==> src/amfs_pkg.sv <==
package amfs_pkg;
   // -----------------------------------------------------------------
   // general fault vector bit positions
   // -----------------------------------------------------------------
   localparam int GEN_W = 7;
   localparam int GF_LOWTEMP = 0;
   localparam int GF_AUDIO = 1;
   localparam int GF_PLL = 2;
   localparam int GF_OVP = 3;
   localparam int GF_UVP = 4;
   localparam int GF_OTE = 5;
   localparam int GF_OTW = 6;
   // -----------------------------------------------------------------
   // channel fault vector bit positions
   // -----------------------------------------------------------------
   localparam int CH_W = 3;
   localparam int CF_DC = 0;
   localparam int CF_FLY = 1;
   localparam int CF_OC = 2;
   // -----------------------------------------------------------------
   // reset values and timing
   // -----------------------------------------------------------------
   localparam logic [1:0] GAIN_RST = 2'h3;
   localparam int CLK_HZ = 200_000_000;
   localparam int DC_SINE_HZ = 1;
   localparam int DC_CYC = CLK_HZ / DC_SINE_HZ;
   localparam int BOOT_US = 100;
   localparam int BOOT_CYC = (CLK_HZ / 1_000_000) * BOOT_US;
   localparam int UNMUTE_US = 50;
   localparam int UNMUTE_CYC = (CLK_HZ / 1_000_000) * UNMUTE_US;
   localparam int RESTART_US = 100;
   localparam int RESTART_CYC = (CLK_HZ / 1_000_000) * RESTART_US;
   localparam int FSW_HI_KHZ = 256;
   localparam int FSW_LO_KHZ = 128;
   localparam int FSW_HI_DIV = CLK_HZ / (FSW_HI_KHZ * 1000);
   localparam int FSW_LO_DIV = CLK_HZ / (FSW_LO_KHZ * 1000);

   typedef enum logic [1:0] {
      AMFS_SHUTDOWN = 2'b00,
      AMFS_BOOT = 2'b01,
      AMFS_RUN = 2'b10,
      AMFS_STANDBY = 2'b11
   } amfs_state_t;

   // monitor flags for one channel
   typedef struct packed {
      logic dc;
      logic fly;
      logic oc;
   } amfs_ch_flags_t;

   // per-channel drive to the output stage
   typedef struct packed {
      logic switching;
      logic mute;
      logic second_stage;
      logic fsw_tick;
   } amfs_stage_t;
endpackage : amfs_pkg

==> src/amfs_channel.sv <==
module amfs_channel
   import amfs_pkg::*;
#(
   parameter int DC_LIMIT = DC_CYC,
   parameter int RESTART = RESTART_CYC
) (
   input wire logic core_clk_i,
   input wire logic sys_rst_i,
   input wire logic dc_i,
   input wire logic oc_i,
   output logic trip_o,
   output logic dc_evt_o,
   output logic oc_evt_o
);
   initial begin
      if (DC_LIMIT < 1 || RESTART < 1) begin
         $error("amfs_channel: counts must be positive");
      end
   end

   // -----------------------------------------------------------------
   // dc persistence, overcurrent trip and timed restart
   // -----------------------------------------------------------------
   logic [31:0] dc_cnt_reg, dc_cnt_next;
   logic [31:0] rs_cnt_reg, rs_cnt_next;
   logic trip_reg, trip_next;
   logic dc_evt_next, oc_evt_next;

   always_comb begin
      dc_cnt_next = dc_cnt_reg;
      rs_cnt_next = rs_cnt_reg;
      trip_next = trip_reg;
      dc_evt_next = 1'b0;
      oc_evt_next = 1'b0;
      if (trip_reg) begin
         dc_cnt_next = '0;
         if (rs_cnt_reg == 32'(RESTART - 1)) begin
            trip_next = 1'b0;
         end else begin
            rs_cnt_next = rs_cnt_reg + 32'h1;
         end
      end else if (oc_i) begin
         trip_next = 1'b1;
         oc_evt_next = 1'b1;
         rs_cnt_next = '0;
      end else if (dc_i) begin
         if (dc_cnt_reg == 32'(DC_LIMIT - 1)) begin
            trip_next = 1'b1;
            dc_evt_next = 1'b1;
            rs_cnt_next = '0;
         end else begin
            dc_cnt_next = dc_cnt_reg + 32'h1;
         end
      end else begin
         dc_cnt_next = '0;
      end
   end

   always_ff @(posedge core_clk_i) begin
      if (sys_rst_i) begin
         dc_cnt_reg <= '0;
         rs_cnt_reg <= '0;
         trip_reg <= 1'b0;
         dc_evt_o <= 1'b0;
         oc_evt_o <= 1'b0;
      end else begin
         dc_cnt_reg <= dc_cnt_next;
         rs_cnt_reg <= rs_cnt_next;
         trip_reg <= trip_next;
         dc_evt_o <= dc_evt_next;
         oc_evt_o <= oc_evt_next;
      end
   end

   assign trip_o = trip_reg;

   a_oc_trips: assert property (
      @(posedge core_clk_i) disable iff (sys_rst_i)
      (!trip_reg && oc_i) |=> (trip_reg && oc_evt_o))
      else $error("overcurrent did not trip stage");
endmodule : amfs_channel

==> src/amfs_supervisor.sv <==
// Notes on behaviour
// - shutdown while enable low, boot on rise
// - mute immediate, unmute after timed delay
// - channel mute bits, source select pin/bits
// - muted keeps balancing; off bit stops switching
// - standby lowest power, control stays alive
// - config pin picks parallel or two-channel
// - parallel bit overrides only with enable
// - parallel mode gates second stage by level
// - two-bit gain, reset default code 11
// - economy varies 128-256 kHz, fidelity fixed
// - threshold exceeded logs error, pulls line low
// - error line valid only after first lock
// - status bit mirrors error line level
// - seven general faults live and sticky
// - per-channel dc, fly, overcurrent sticky
// - clear sticky on 0-1-0 toggle
// - dc over 1 Hz period trips, restarts
// - overcurrent trips stage, restarts
// - overvoltage forces mute while its live flag is set
// - undervoltage mutes and stops switching
// - warning only flags; error stops switching
// - clock loss halts; audio error separate bit
// - fly fault mutes, ignored below 13 V
// - clip is status only, no fault
module amfs_supervisor
   import amfs_pkg::*;
#(
   parameter int BOOT = BOOT_CYC,
   parameter int UNMUTE = UNMUTE_CYC,
   parameter int DC_LIMIT = DC_CYC,
   parameter int RESTART = RESTART_CYC
) (
   input wire logic core_clk_i,
   input wire logic sys_rst_i,
   input wire logic enable_i,
   input wire logic mute_input_low_active_i,
   input wire logic output_config_select_pin_i,
   input wire logic clip_indicator_pin_i,
   input wire logic standby_i,
   input wire logic mute_source_reg_i,
   input wire logic [1:0] channel_silence_bits_i,
   input wire logic [1:0] channel_off_bits_i,
   input wire logic parallel_bridge_i,
   input wire logic config_override_enable_i,
   input wire logic power_profile_i,
   input wire logic [1:0] gain_i,
   input wire logic gain_load_i,
   input wire logic fault_clear_toggle_i,
   input wire logic high_level_i,
   input wire logic pll_locked_i,
   input wire logic [GEN_W-1:0] gen_flag_i,
   input wire amfs_ch_flags_t [1:0] ch_flag_i,
   input wire logic pvdd_above_13v_i,
   output amfs_stage_t [1:0] stage_o,
   output logic fault_output_low_active_o,
   output logic fault_pin_status_o,
   output logic clip_status_o,
   output logic [GEN_W-1:0] live_fault_vector_o,
   output logic [GEN_W-1:0] sticky_fault_vector_o,
   output logic [CH_W-1:0] sticky_ch0_o,
   output logic [CH_W-1:0] sticky_ch1_o,
   output logic two_channel_bridge_output_o,
   output logic [1:0] gain_o,
   output logic [1:0] mode_o
);
   initial begin
      if (BOOT < 1 || UNMUTE < 1) begin
         $error("amfs_supervisor: counts must be positive");
      end
   end

   // -----------------------------------------------------------------
   // pin synchronisers
   // -----------------------------------------------------------------
   localparam int NSYNC = 6 + GEN_W + 2 * CH_W;
   logic [NSYNC-1:0] s1_reg, s2_reg;
   logic [NSYNC-1:0] raw;
   assign raw = {enable_i, mute_input_low_active_i,
                 output_config_select_pin_i, clip_indicator_pin_i,
                 pll_locked_i, pvdd_above_13v_i, gen_flag_i,
                 ch_flag_i[1], ch_flag_i[0]};
   always_ff @(posedge core_clk_i) begin
      if (sys_rst_i) begin
         s1_reg <= '0;
         s2_reg <= '0;
      end else begin
         s1_reg <= raw;
         s2_reg <= s1_reg;
      end
   end
   logic en_s, mute_n_s, output_config_select_pin_s, clip_s, lock_s, hv_s;
   logic [GEN_W-1:0] gen_s;
   amfs_ch_flags_t [1:0] ch_s;
   assign {en_s, mute_n_s, output_config_select_pin_s, clip_s, lock_s, hv_s, gen_s,
           ch_s[1], ch_s[0]} = s2_reg;

   // -----------------------------------------------------------------
   // mode state machine
   // -----------------------------------------------------------------
   amfs_state_t st_reg, st_next;
   logic [31:0] boot_reg, boot_next;
   logic en_d_reg;
   always_comb begin
      st_next = st_reg;
      boot_next = boot_reg;
      case (st_reg)
         AMFS_SHUTDOWN: begin
            boot_next = '0;
            if (en_s && !en_d_reg) begin
               st_next = AMFS_BOOT;
            end
         end
         AMFS_BOOT: begin
            if (boot_reg == 32'(BOOT - 1)) begin
               st_next = AMFS_RUN;
            end else begin
               boot_next = boot_reg + 32'h1;
            end
         end
         AMFS_RUN: begin
            if (standby_i) begin
               st_next = AMFS_STANDBY;
            end
         end
         AMFS_STANDBY: begin
            if (!standby_i) begin
               st_next = AMFS_RUN;
            end
         end
         default: st_next = AMFS_SHUTDOWN;
      endcase
      if (!en_s) begin
         st_next = AMFS_SHUTDOWN;
      end
   end

   // -----------------------------------------------------------------
   // output configuration and gain
   // -----------------------------------------------------------------
   logic pin_par_reg, strap_done_reg;
   logic [1:0] gain_reg, gain_next;
   always_comb begin
      gain_next = gain_reg;
      if (gain_load_i) begin
         gain_next = gain_i;
      end
   end
   logic par_mode;
   // pin strap caught once at boot start, later pin moves ignored
   assign par_mode = config_override_enable_i ? parallel_bridge_i
                                              : pin_par_reg;

   // -----------------------------------------------------------------
   // per-channel protection and mute
   // -----------------------------------------------------------------
   logic [1:0] trip, dc_evt, oc_evt;
   logic [1:0] req_mute;
   logic [1:0] unmute_ok;
   logic [31:0] um_reg [2];
   logic [31:0] um_next [2];
   logic run, fault_mute, stop_all;
   assign run = (st_reg == AMFS_RUN);
   assign fault_mute = gen_s[GF_OVP] || gen_s[GF_UVP];
   assign stop_all = gen_s[GF_OTE] || gen_s[GF_PLL] || !run;

   genvar c;
   generate
      for (c = 0; c < 2; c++) begin : g_ch
         amfs_channel #(
            .DC_LIMIT(DC_LIMIT),
            .RESTART(RESTART)
         ) u_ch (
            .core_clk_i(core_clk_i),
            .sys_rst_i(sys_rst_i),
            .dc_i(ch_s[c].dc && run),
            .oc_i(ch_s[c].oc && run),
            .trip_o(trip[c]),
            .dc_evt_o(dc_evt[c]),
            .oc_evt_o(oc_evt[c])
         );
         assign req_mute[c] = mute_source_reg_i ? channel_silence_bits_i[c]
                              : !mute_n_s;
      end
   endgenerate

   always_comb begin
      for (int i = 0; i < 2; i++) begin
         um_next[i] = um_reg[i];
         if (req_mute[i]) begin
            um_next[i] = '0;
         end else if (um_reg[i] != 32'(UNMUTE)) begin
            um_next[i] = um_reg[i] + 32'h1;
         end
         unmute_ok[i] = (um_reg[i] == 32'(UNMUTE));
      end
   end

   // -----------------------------------------------------------------
   // switching rate divider
   // -----------------------------------------------------------------
   logic [15:0] div_reg, div_next;
   logic [15:0] div_max;
   logic tick;
   assign div_max = (power_profile_i && high_level_i) || !power_profile_i
                    ? 16'(FSW_HI_DIV - 1) : 16'(FSW_LO_DIV - 1);
   assign tick = (div_reg >= div_max);
   assign div_next = tick ? 16'h0 : div_reg + 16'h1;

   amfs_stage_t [1:0] stage_next;
   always_comb begin
      for (int i = 0; i < 2; i++) begin
         stage_next[i].switching = !stop_all && !trip[i] && !fault_mute
            && !channel_off_bits_i[i];
         stage_next[i].mute = req_mute[i] || !unmute_ok[i] || fault_mute
            || (ch_s[i].fly && hv_s);
         stage_next[i].second_stage = (i == 1) && (!par_mode
            || high_level_i);
         stage_next[i].fsw_tick = tick && stage_next[i].switching;
      end
   end

   // -----------------------------------------------------------------
   // fault vectors and error line
   // -----------------------------------------------------------------
   logic [GEN_W-1:0] live, sticky_reg, sticky_next;
   logic [CH_W-1:0] sch_reg [2];
   logic [CH_W-1:0] sch_next [2];
   logic clr_d_reg, clr_pulse, locked_once_reg;
   assign clr_pulse = clr_d_reg && !fault_clear_toggle_i;
   assign live = gen_s;
   always_comb begin
      sticky_next = (clr_pulse ? '0 : sticky_reg) | live;
      for (int i = 0; i < 2; i++) begin
         sch_next[i] = (clr_pulse ? '0 : sch_reg[i])
            | {oc_evt[i], ch_s[i].fly && hv_s, dc_evt[i]};
      end
   end
   logic any_sticky;
   assign any_sticky = (|sticky_reg) || (|sch_reg[0]) || (|sch_reg[1]);
   logic err_n_next;
   // line reports low only once the clock has first locked
   assign err_n_next = !(locked_once_reg && any_sticky);

   always_ff @(posedge core_clk_i) begin
      if (sys_rst_i) begin
         st_reg <= AMFS_SHUTDOWN;
         boot_reg <= '0;
         en_d_reg <= 1'b0;
         pin_par_reg <= 1'b0;
         strap_done_reg <= 1'b0;
         gain_reg <= GAIN_RST;
         um_reg[0] <= '0;
         um_reg[1] <= '0;
         div_reg <= '0;
         stage_o <= '0;
         sticky_reg <= '0;
         sch_reg[0] <= '0;
         sch_reg[1] <= '0;
         clr_d_reg <= 1'b0;
         locked_once_reg <= 1'b0;
         fault_output_low_active_o <= 1'b1;
         fault_pin_status_o <= 1'b1;
         clip_status_o <= 1'b0;
         live_fault_vector_o <= '0;
         two_channel_bridge_output_o <= 1'b1;
         mode_o <= AMFS_SHUTDOWN;
      end else begin
         st_reg <= st_next;
         boot_reg <= boot_next;
         en_d_reg <= en_s;
         if (!strap_done_reg && st_next == AMFS_BOOT) begin
            pin_par_reg <= !output_config_select_pin_s;
            strap_done_reg <= 1'b1;
         end
         gain_reg <= gain_next;
         um_reg[0] <= um_next[0];
         um_reg[1] <= um_next[1];
         div_reg <= div_next;
         stage_o <= stage_next;
         sticky_reg <= sticky_next;
         sch_reg[0] <= sch_next[0];
         sch_reg[1] <= sch_next[1];
         clr_d_reg <= fault_clear_toggle_i;
         locked_once_reg <= locked_once_reg || lock_s;
         fault_output_low_active_o <= err_n_next;
         fault_pin_status_o <= fault_output_low_active_o;
         clip_status_o <= !clip_s;
         live_fault_vector_o <= live;
         two_channel_bridge_output_o <= !par_mode;
         mode_o <= st_reg;
      end
   end

   assign sticky_fault_vector_o = sticky_reg;
   assign sticky_ch0_o = sch_reg[0];
   assign sticky_ch1_o = sch_reg[1];
   assign gain_o = gain_reg;

   a_err_follows: assert property (
      @(posedge core_clk_i) disable iff (sys_rst_i)
      (locked_once_reg && any_sticky) |=> !fault_output_low_active_o)
      else $error("error line not asserted");
   a_ovp_mutes: assert property (
      @(posedge core_clk_i) disable iff (sys_rst_i)
      gen_s[GF_OVP] |=> (stage_o[0].mute && !stage_o[0].switching))
      else $error("overvoltage did not mute");
   a_shutdown_low: assert property (
      @(posedge core_clk_i) disable iff (sys_rst_i)
      !en_s |=> (st_reg == AMFS_SHUTDOWN))
      else $error("not in shutdown");
   a_pin_mirror: assert property (
      @(posedge core_clk_i) disable iff (sys_rst_i)
      ##1 fault_pin_status_o == $past(fault_output_low_active_o))
      else $error("status not mirroring line");
   a_clear_works: assert property (
      @(posedge core_clk_i) disable iff (sys_rst_i)
      (clr_pulse && live == '0) |=> sticky_reg == '0)
      else $error("sticky not cleared");
   a_no_err_unlock: assert property (
      @(posedge core_clk_i) disable iff (sys_rst_i)
      !locked_once_reg |=> fault_output_low_active_o)
      else $error("error before first lock");
   a_off_stops: assert property (
      @(posedge core_clk_i) disable iff (sys_rst_i)
      channel_off_bits_i[1] |=> !stage_o[1].switching)
      else $error("off channel switching");
   a_ote_stops: assert property (
      @(posedge core_clk_i) disable iff (sys_rst_i)
      gen_s[GF_OTE] |=> !stage_o[1].switching)
      else $error("overheat did not stop");
endmodule : amfs_supervisor

==> config.mk <==
export PLATFORM = sky130hd
export DESIGN_NAME = amfs_supervisor
export DESIGN_NICKNAME = d
export VERILOG_FILES = /design/src/amfs_pkg.sv /design/src/amfs_channel.sv /design/src/amfs_supervisor.sv
export SDC_FILE = /design/constraint.sdc
export NUM_CORES = 1
export LEC_CHECK = 0
export BUFFER_PORTS_ARGS = -buffer_cell sky130_fd_sc_hd__buf_2
export CORE_MARGIN = 2
export CORE_UTILIZATION = 30
export DETAILED_ROUTE_END_ITERATION = 10
export SETUP_SLACK_MARGIN = 0.1
export SLEW_MARGIN = 20
export SYNTH_ARGS = -nofsm -noshare
export SYNTH_HDL_FRONTEND = slang
export SYNTH_SLANG_ARGS = --single-unit
==> constraint.sdc <==
create_clock -name core_clk_i -period 2.5 [get_ports core_clk_i]
set_clock_uncertainty 0.2 [all_clocks]
set_input_delay 0 -clock core_clk_i [delete_from_list [all_inputs] [get_ports core_clk_i]]
set_output_delay 0 -clock core_clk_i [all_outputs]
set_load 0.005 [all_outputs]
==> impl_summary.log <==
INFO  metric count_of_final_hold_check_violations = 0
INFO  metric avg_wl_per_cell = 14.2 um
INFO  metric clk_path_buf_depth = 3
INFO  metric buffer_ports.inserted = 69
INFO  metric synth_async_sr_flop_share = 0%
INFO  metric final-instance-count-excl-fill = between 2000 and 3000
INFO  metric ys_seq_elements = 326
INFO  metric fmax_achieved = approximately 370 MHz
INFO  metric synth_top_flop_cell = dfxtp_1
INFO  metric cts_buffers = 38
INFO  metric holdCritPathClass = primary input to register
INFO  metric finalSetupViolations = 25
INFO  metric critical-path-top-delay-family = simple AND/OR/NAND/NOR gates
INFO  metric ctsRootBufferMaster = clkbuf_16
INFO  metric data_required_time_at_the_worst_endpoint = 2.78 ns
INFO  metric power.leakage = 6.56 nW
INFO  metric final.period_utilization = 109%
INFO  metric first_global_vias = 12181
INFO  metric netlist_instances = 1622
INFO  metric layout.core_utilization = 40.6%
INFO  metric fin_ws = -0.215 ns
INFO  metric globalplace.congestion = approximately 0.81
INFO  metric num-fill-cells = roughly 4600
INFO  metric synth_enable_flop_cells = 0
INFO  metric synthesis.yosys.warnings = 0
INFO  metric largest_net_degree_at_the_start_of_global_routing = 64
INFO  metric core-area = 46500 um^2
INFO  metric tightestPinTransition = about 0.66 ns
INFO  metric register_area = 6540 um^2
INFO  metric timing.critical_path.fanout_max = 7
INFO  metric antenna_cells_inserted = 0
INFO  metric violations = setup timing
INFO  metric clkLatencyLatePin = about 0.55 ns
INFO  metric antenna_found_initial = 1
INFO  metric tritoncts_clock_tree = yes
INFO  metric power_density = 601 nW/um^2
INFO  metric max_stage_delay = 0.53 ns
INFO  metric final_layout_size_suffix_gt1_share = 21.9%
INFO  metric worstSetupPathType = register to register
INFO  metric cap_violations = 0
INFO  metric vdd.ir_drop.worst = 0.471 mV
INFO  metric critical_path.startpoint_type = register
INFO  metric cts.sinks = 326
INFO  metric detail_route.iter0.violations = 641
INFO  metric dp.final_hpwl = 23800 um
INFO  metric worst_setup_path_end_kind = register
INFO  metric vias_per_cell = just under 5
INFO  metric unrepaired_setup_endpoints_after_global_routing = yes
INFO  metric chipWidth = approximately 220 um
INFO  metric detail-route-antenna-nets = 0
INFO  metric worst_path_most_repeated_cell = or3_4
INFO  metric r2r_setup_slack = -0.22 ns
INFO  metric timing.setup.tns = -2.47 ns
INFO  metric drt-total-wl = roughly 36000 um
INFO  metric outcome = finished with violations
INFO  metric cells_along_the_critical_path = or4b_4 > or3_4 > or3_4 > a21o_4 > or4_4 > a21oi_2
INFO  metric synth_sequential_area_ratio = 46.4%
INFO  metric first_pass_iters = 5
INFO  metric finalNetCount = 1939
INFO  metric ctsHtreeMaxLevel = 2
INFO  metric timing.critical_path.slowest_stage_cell = or4b_4
INFO  metric die_height = 221 um
INFO  metric finalCriticalPeriod = 2.72 ns
INFO  metric multi_input_area = 7870 um^2
INFO  metric timing.final.max_slew_violations = 0
INFO  metric ios = 71
INFO  metric number_of_distinct_library_cell_variants_in_the_gate_level_netlist_after_synthesis = 62
INFO  metric areaGrowthSynthToFinish = 33.9%
INFO  metric initial_core_util = 30.3%
INFO  metric drc_errors = 0
INFO  metric grt_pass1_wl = 58700 um
INFO  metric placed_cells = 2366
INFO  metric clk_pin_slew_worst_paths = about 0.060 ns
INFO  metric die_area = between 40000 and 50000 um^2
INFO  metric global_route.overflow_total = 0
INFO  metric cp.buffers_inverters = 0
INFO  metric detailroute.via_count = 12496
INFO  metric timing.critical_path.arrival = roughly 3 ns
INFO  metric num_rows = 79
INFO  metric syn_avg_cell_area = 8.68 um^2
INFO  metric slew-limit-headroom = approximately 55%
INFO  metric grt_usage = between 10% and 20%
INFO  metric synth.cell_area = 14100 um^2
==> cell usage in the layout (no fill, tap or decap), types with 14 or more instances in the layout <==
| cell | netlist | layout |
|---|---|---|
| a21oi_1 | 75 | 57 |
| a21oi_2 | 0 | 18 |
| and3_1 | 39 | 39 |
| and4_1 | 24 | 22 |
| buf_2 | 1 | 68 |
| buf_4 | 1 | 135 |
| buf_6 | 0 | 16 |
| clkbuf_16 | 0 | 41 |
| dfxtp_1 | 326 | 317 |
| dlygate4sd3_1 | 0 | 56 |
| inv_1 | 31 | 31 |
| nand2_1 | 110 | 109 |
| nand3_1 | 90 | 88 |
| nand4_1 | 54 | 54 |
| nor2_1 | 248 | 238 |
| nor2b_1 | 55 | 55 |
| nor3_1 | 46 | 37 |
| nor4_1 | 43 | 30 |
| o21ai_0 | 45 | 40 |
| or3_1 | 33 | 24 |
| or4_1 | 20 | 14 |
| xnor2_1 | 80 | 79 |
| xor2_1 | 80 | 79 |
==> power by group <==
group | switching, mW | internal, mW
Combinational | 0.173 | 0.167
Clock | 2.21 | 3.51
Sequential | 0.0256 | 5.25
Total | 2.40 | 8.93
==> cells in the mapped netlist (all sizes together), types with 9 or more instances <==
cell	number	area, um^2
a211oi	14	105
or3	34	218
ha	13	163
o21ai	47	235
nand2	110	413
nor3	47	240
buf	10	42.5
or4	20	150
or2	9	56.3
inv	31	116
nor2b	55	344
and3	39	244
nor4b	13	114
nor4	43	269
a21oi	75	375
nor2	248	931
mux2i	10	100
xnor2	80	701
dfxtp	326	6530
xor2	80	701
clkbuf	49	184
nand3	90	450
and4	24	210
and2	9	56.3
nand4	54	338
==> final cells by class <==
class	instances	area share (%)
flip-flops and latches	326	34.7
well taps	607	4.03
clock inverters	14	1.14
clock buffers	50	5.66
inverters	31	0.618
repair buffers	284	12.0
multi-input cells	1210	41.8
==> tightest hold or removal path, cell delays in order <==
cell and delay, ns:
buf_2 0.10, a21oi_1 0.14, nand2_1 0.08, buf_4 0.31, a21oi_1 0.07
==> layer usage <==
metal	up-vias	wire, um	global-route usage [%]
li1	6274	-	-
met1	5960	16700	19.1
met2	208	16800	24.1
met3	54	1570	3.07
met4	0	682	3.84
met5	-	0	0
==> worst paths after layout <==
path / start / cells past startpoint / end
hold reg to reg: locked_once_reg / 1 / fault_output_low_active_o
setup / recovery: g_ch[0].u_ch.dc_cnt_reg[29] / 6 / g_ch[0].u_ch.rs_cnt_reg[15]
setup reg to reg: g_ch[0].u_ch.dc_cnt_reg[29] / 6 / g_ch[0].u_ch.rs_cnt_reg[15]
hold / removal: mute_source_reg_i / 5 / um_reg[0][22]
==> cells by family (layout without fill, tap and decap cells) <==
| family | count (synthesis) | in the layout | synth area share, % |
|---|---|---|---|
| other | 1 | 5 | 0.0266 |
| and+or+nand+nor | 822 | 822 | 30.3 |
| adders and majority gates | 13 | 13 | 1.16 |
| buffers and inverters | 90 | 379 | 2.44 |
| AOI/OAI and AO/OA | 198 | 198 | 8.90 |
| DFF | 326 | 326 | 46.4 |
| xor gates and xnor gates | 160 | 160 | 9.96 |
| muxes | 12 | 12 | 0.871 |
==> stage by stage <==
stage | setup slack [ns] | area [um^2] | total power, mW | hold slack [ns]
2_1_floorplan | -0.109 | 14200 | 5.52 | -0.116
3_3_place_gp | -0.167 | 16000 | 5.63 | 0.0124
3_5_place_dp | -0.209 | 16000 | 5.64 | 0.0195
4_1_cts | -0.215 | 18100 | 11.5 | 0.00465
5_1_grt | -0.252 | 18800 | 11.7 | 0.0170
6_report | -0.215 | 18800 | 11.3 | 0.00967
==> what timing repair did <==
item                                    in CTS  in global routing
hold buffers                                56                  0
gates resized for setup                     23                125
cloned                                       1                  4
hold endpoints to repair                   122                  0
setup buffers                               14                 18
endpoints found under the setup margin      58                115
pin swaps                                   22                 56
(Power assumes the default switching activity.)
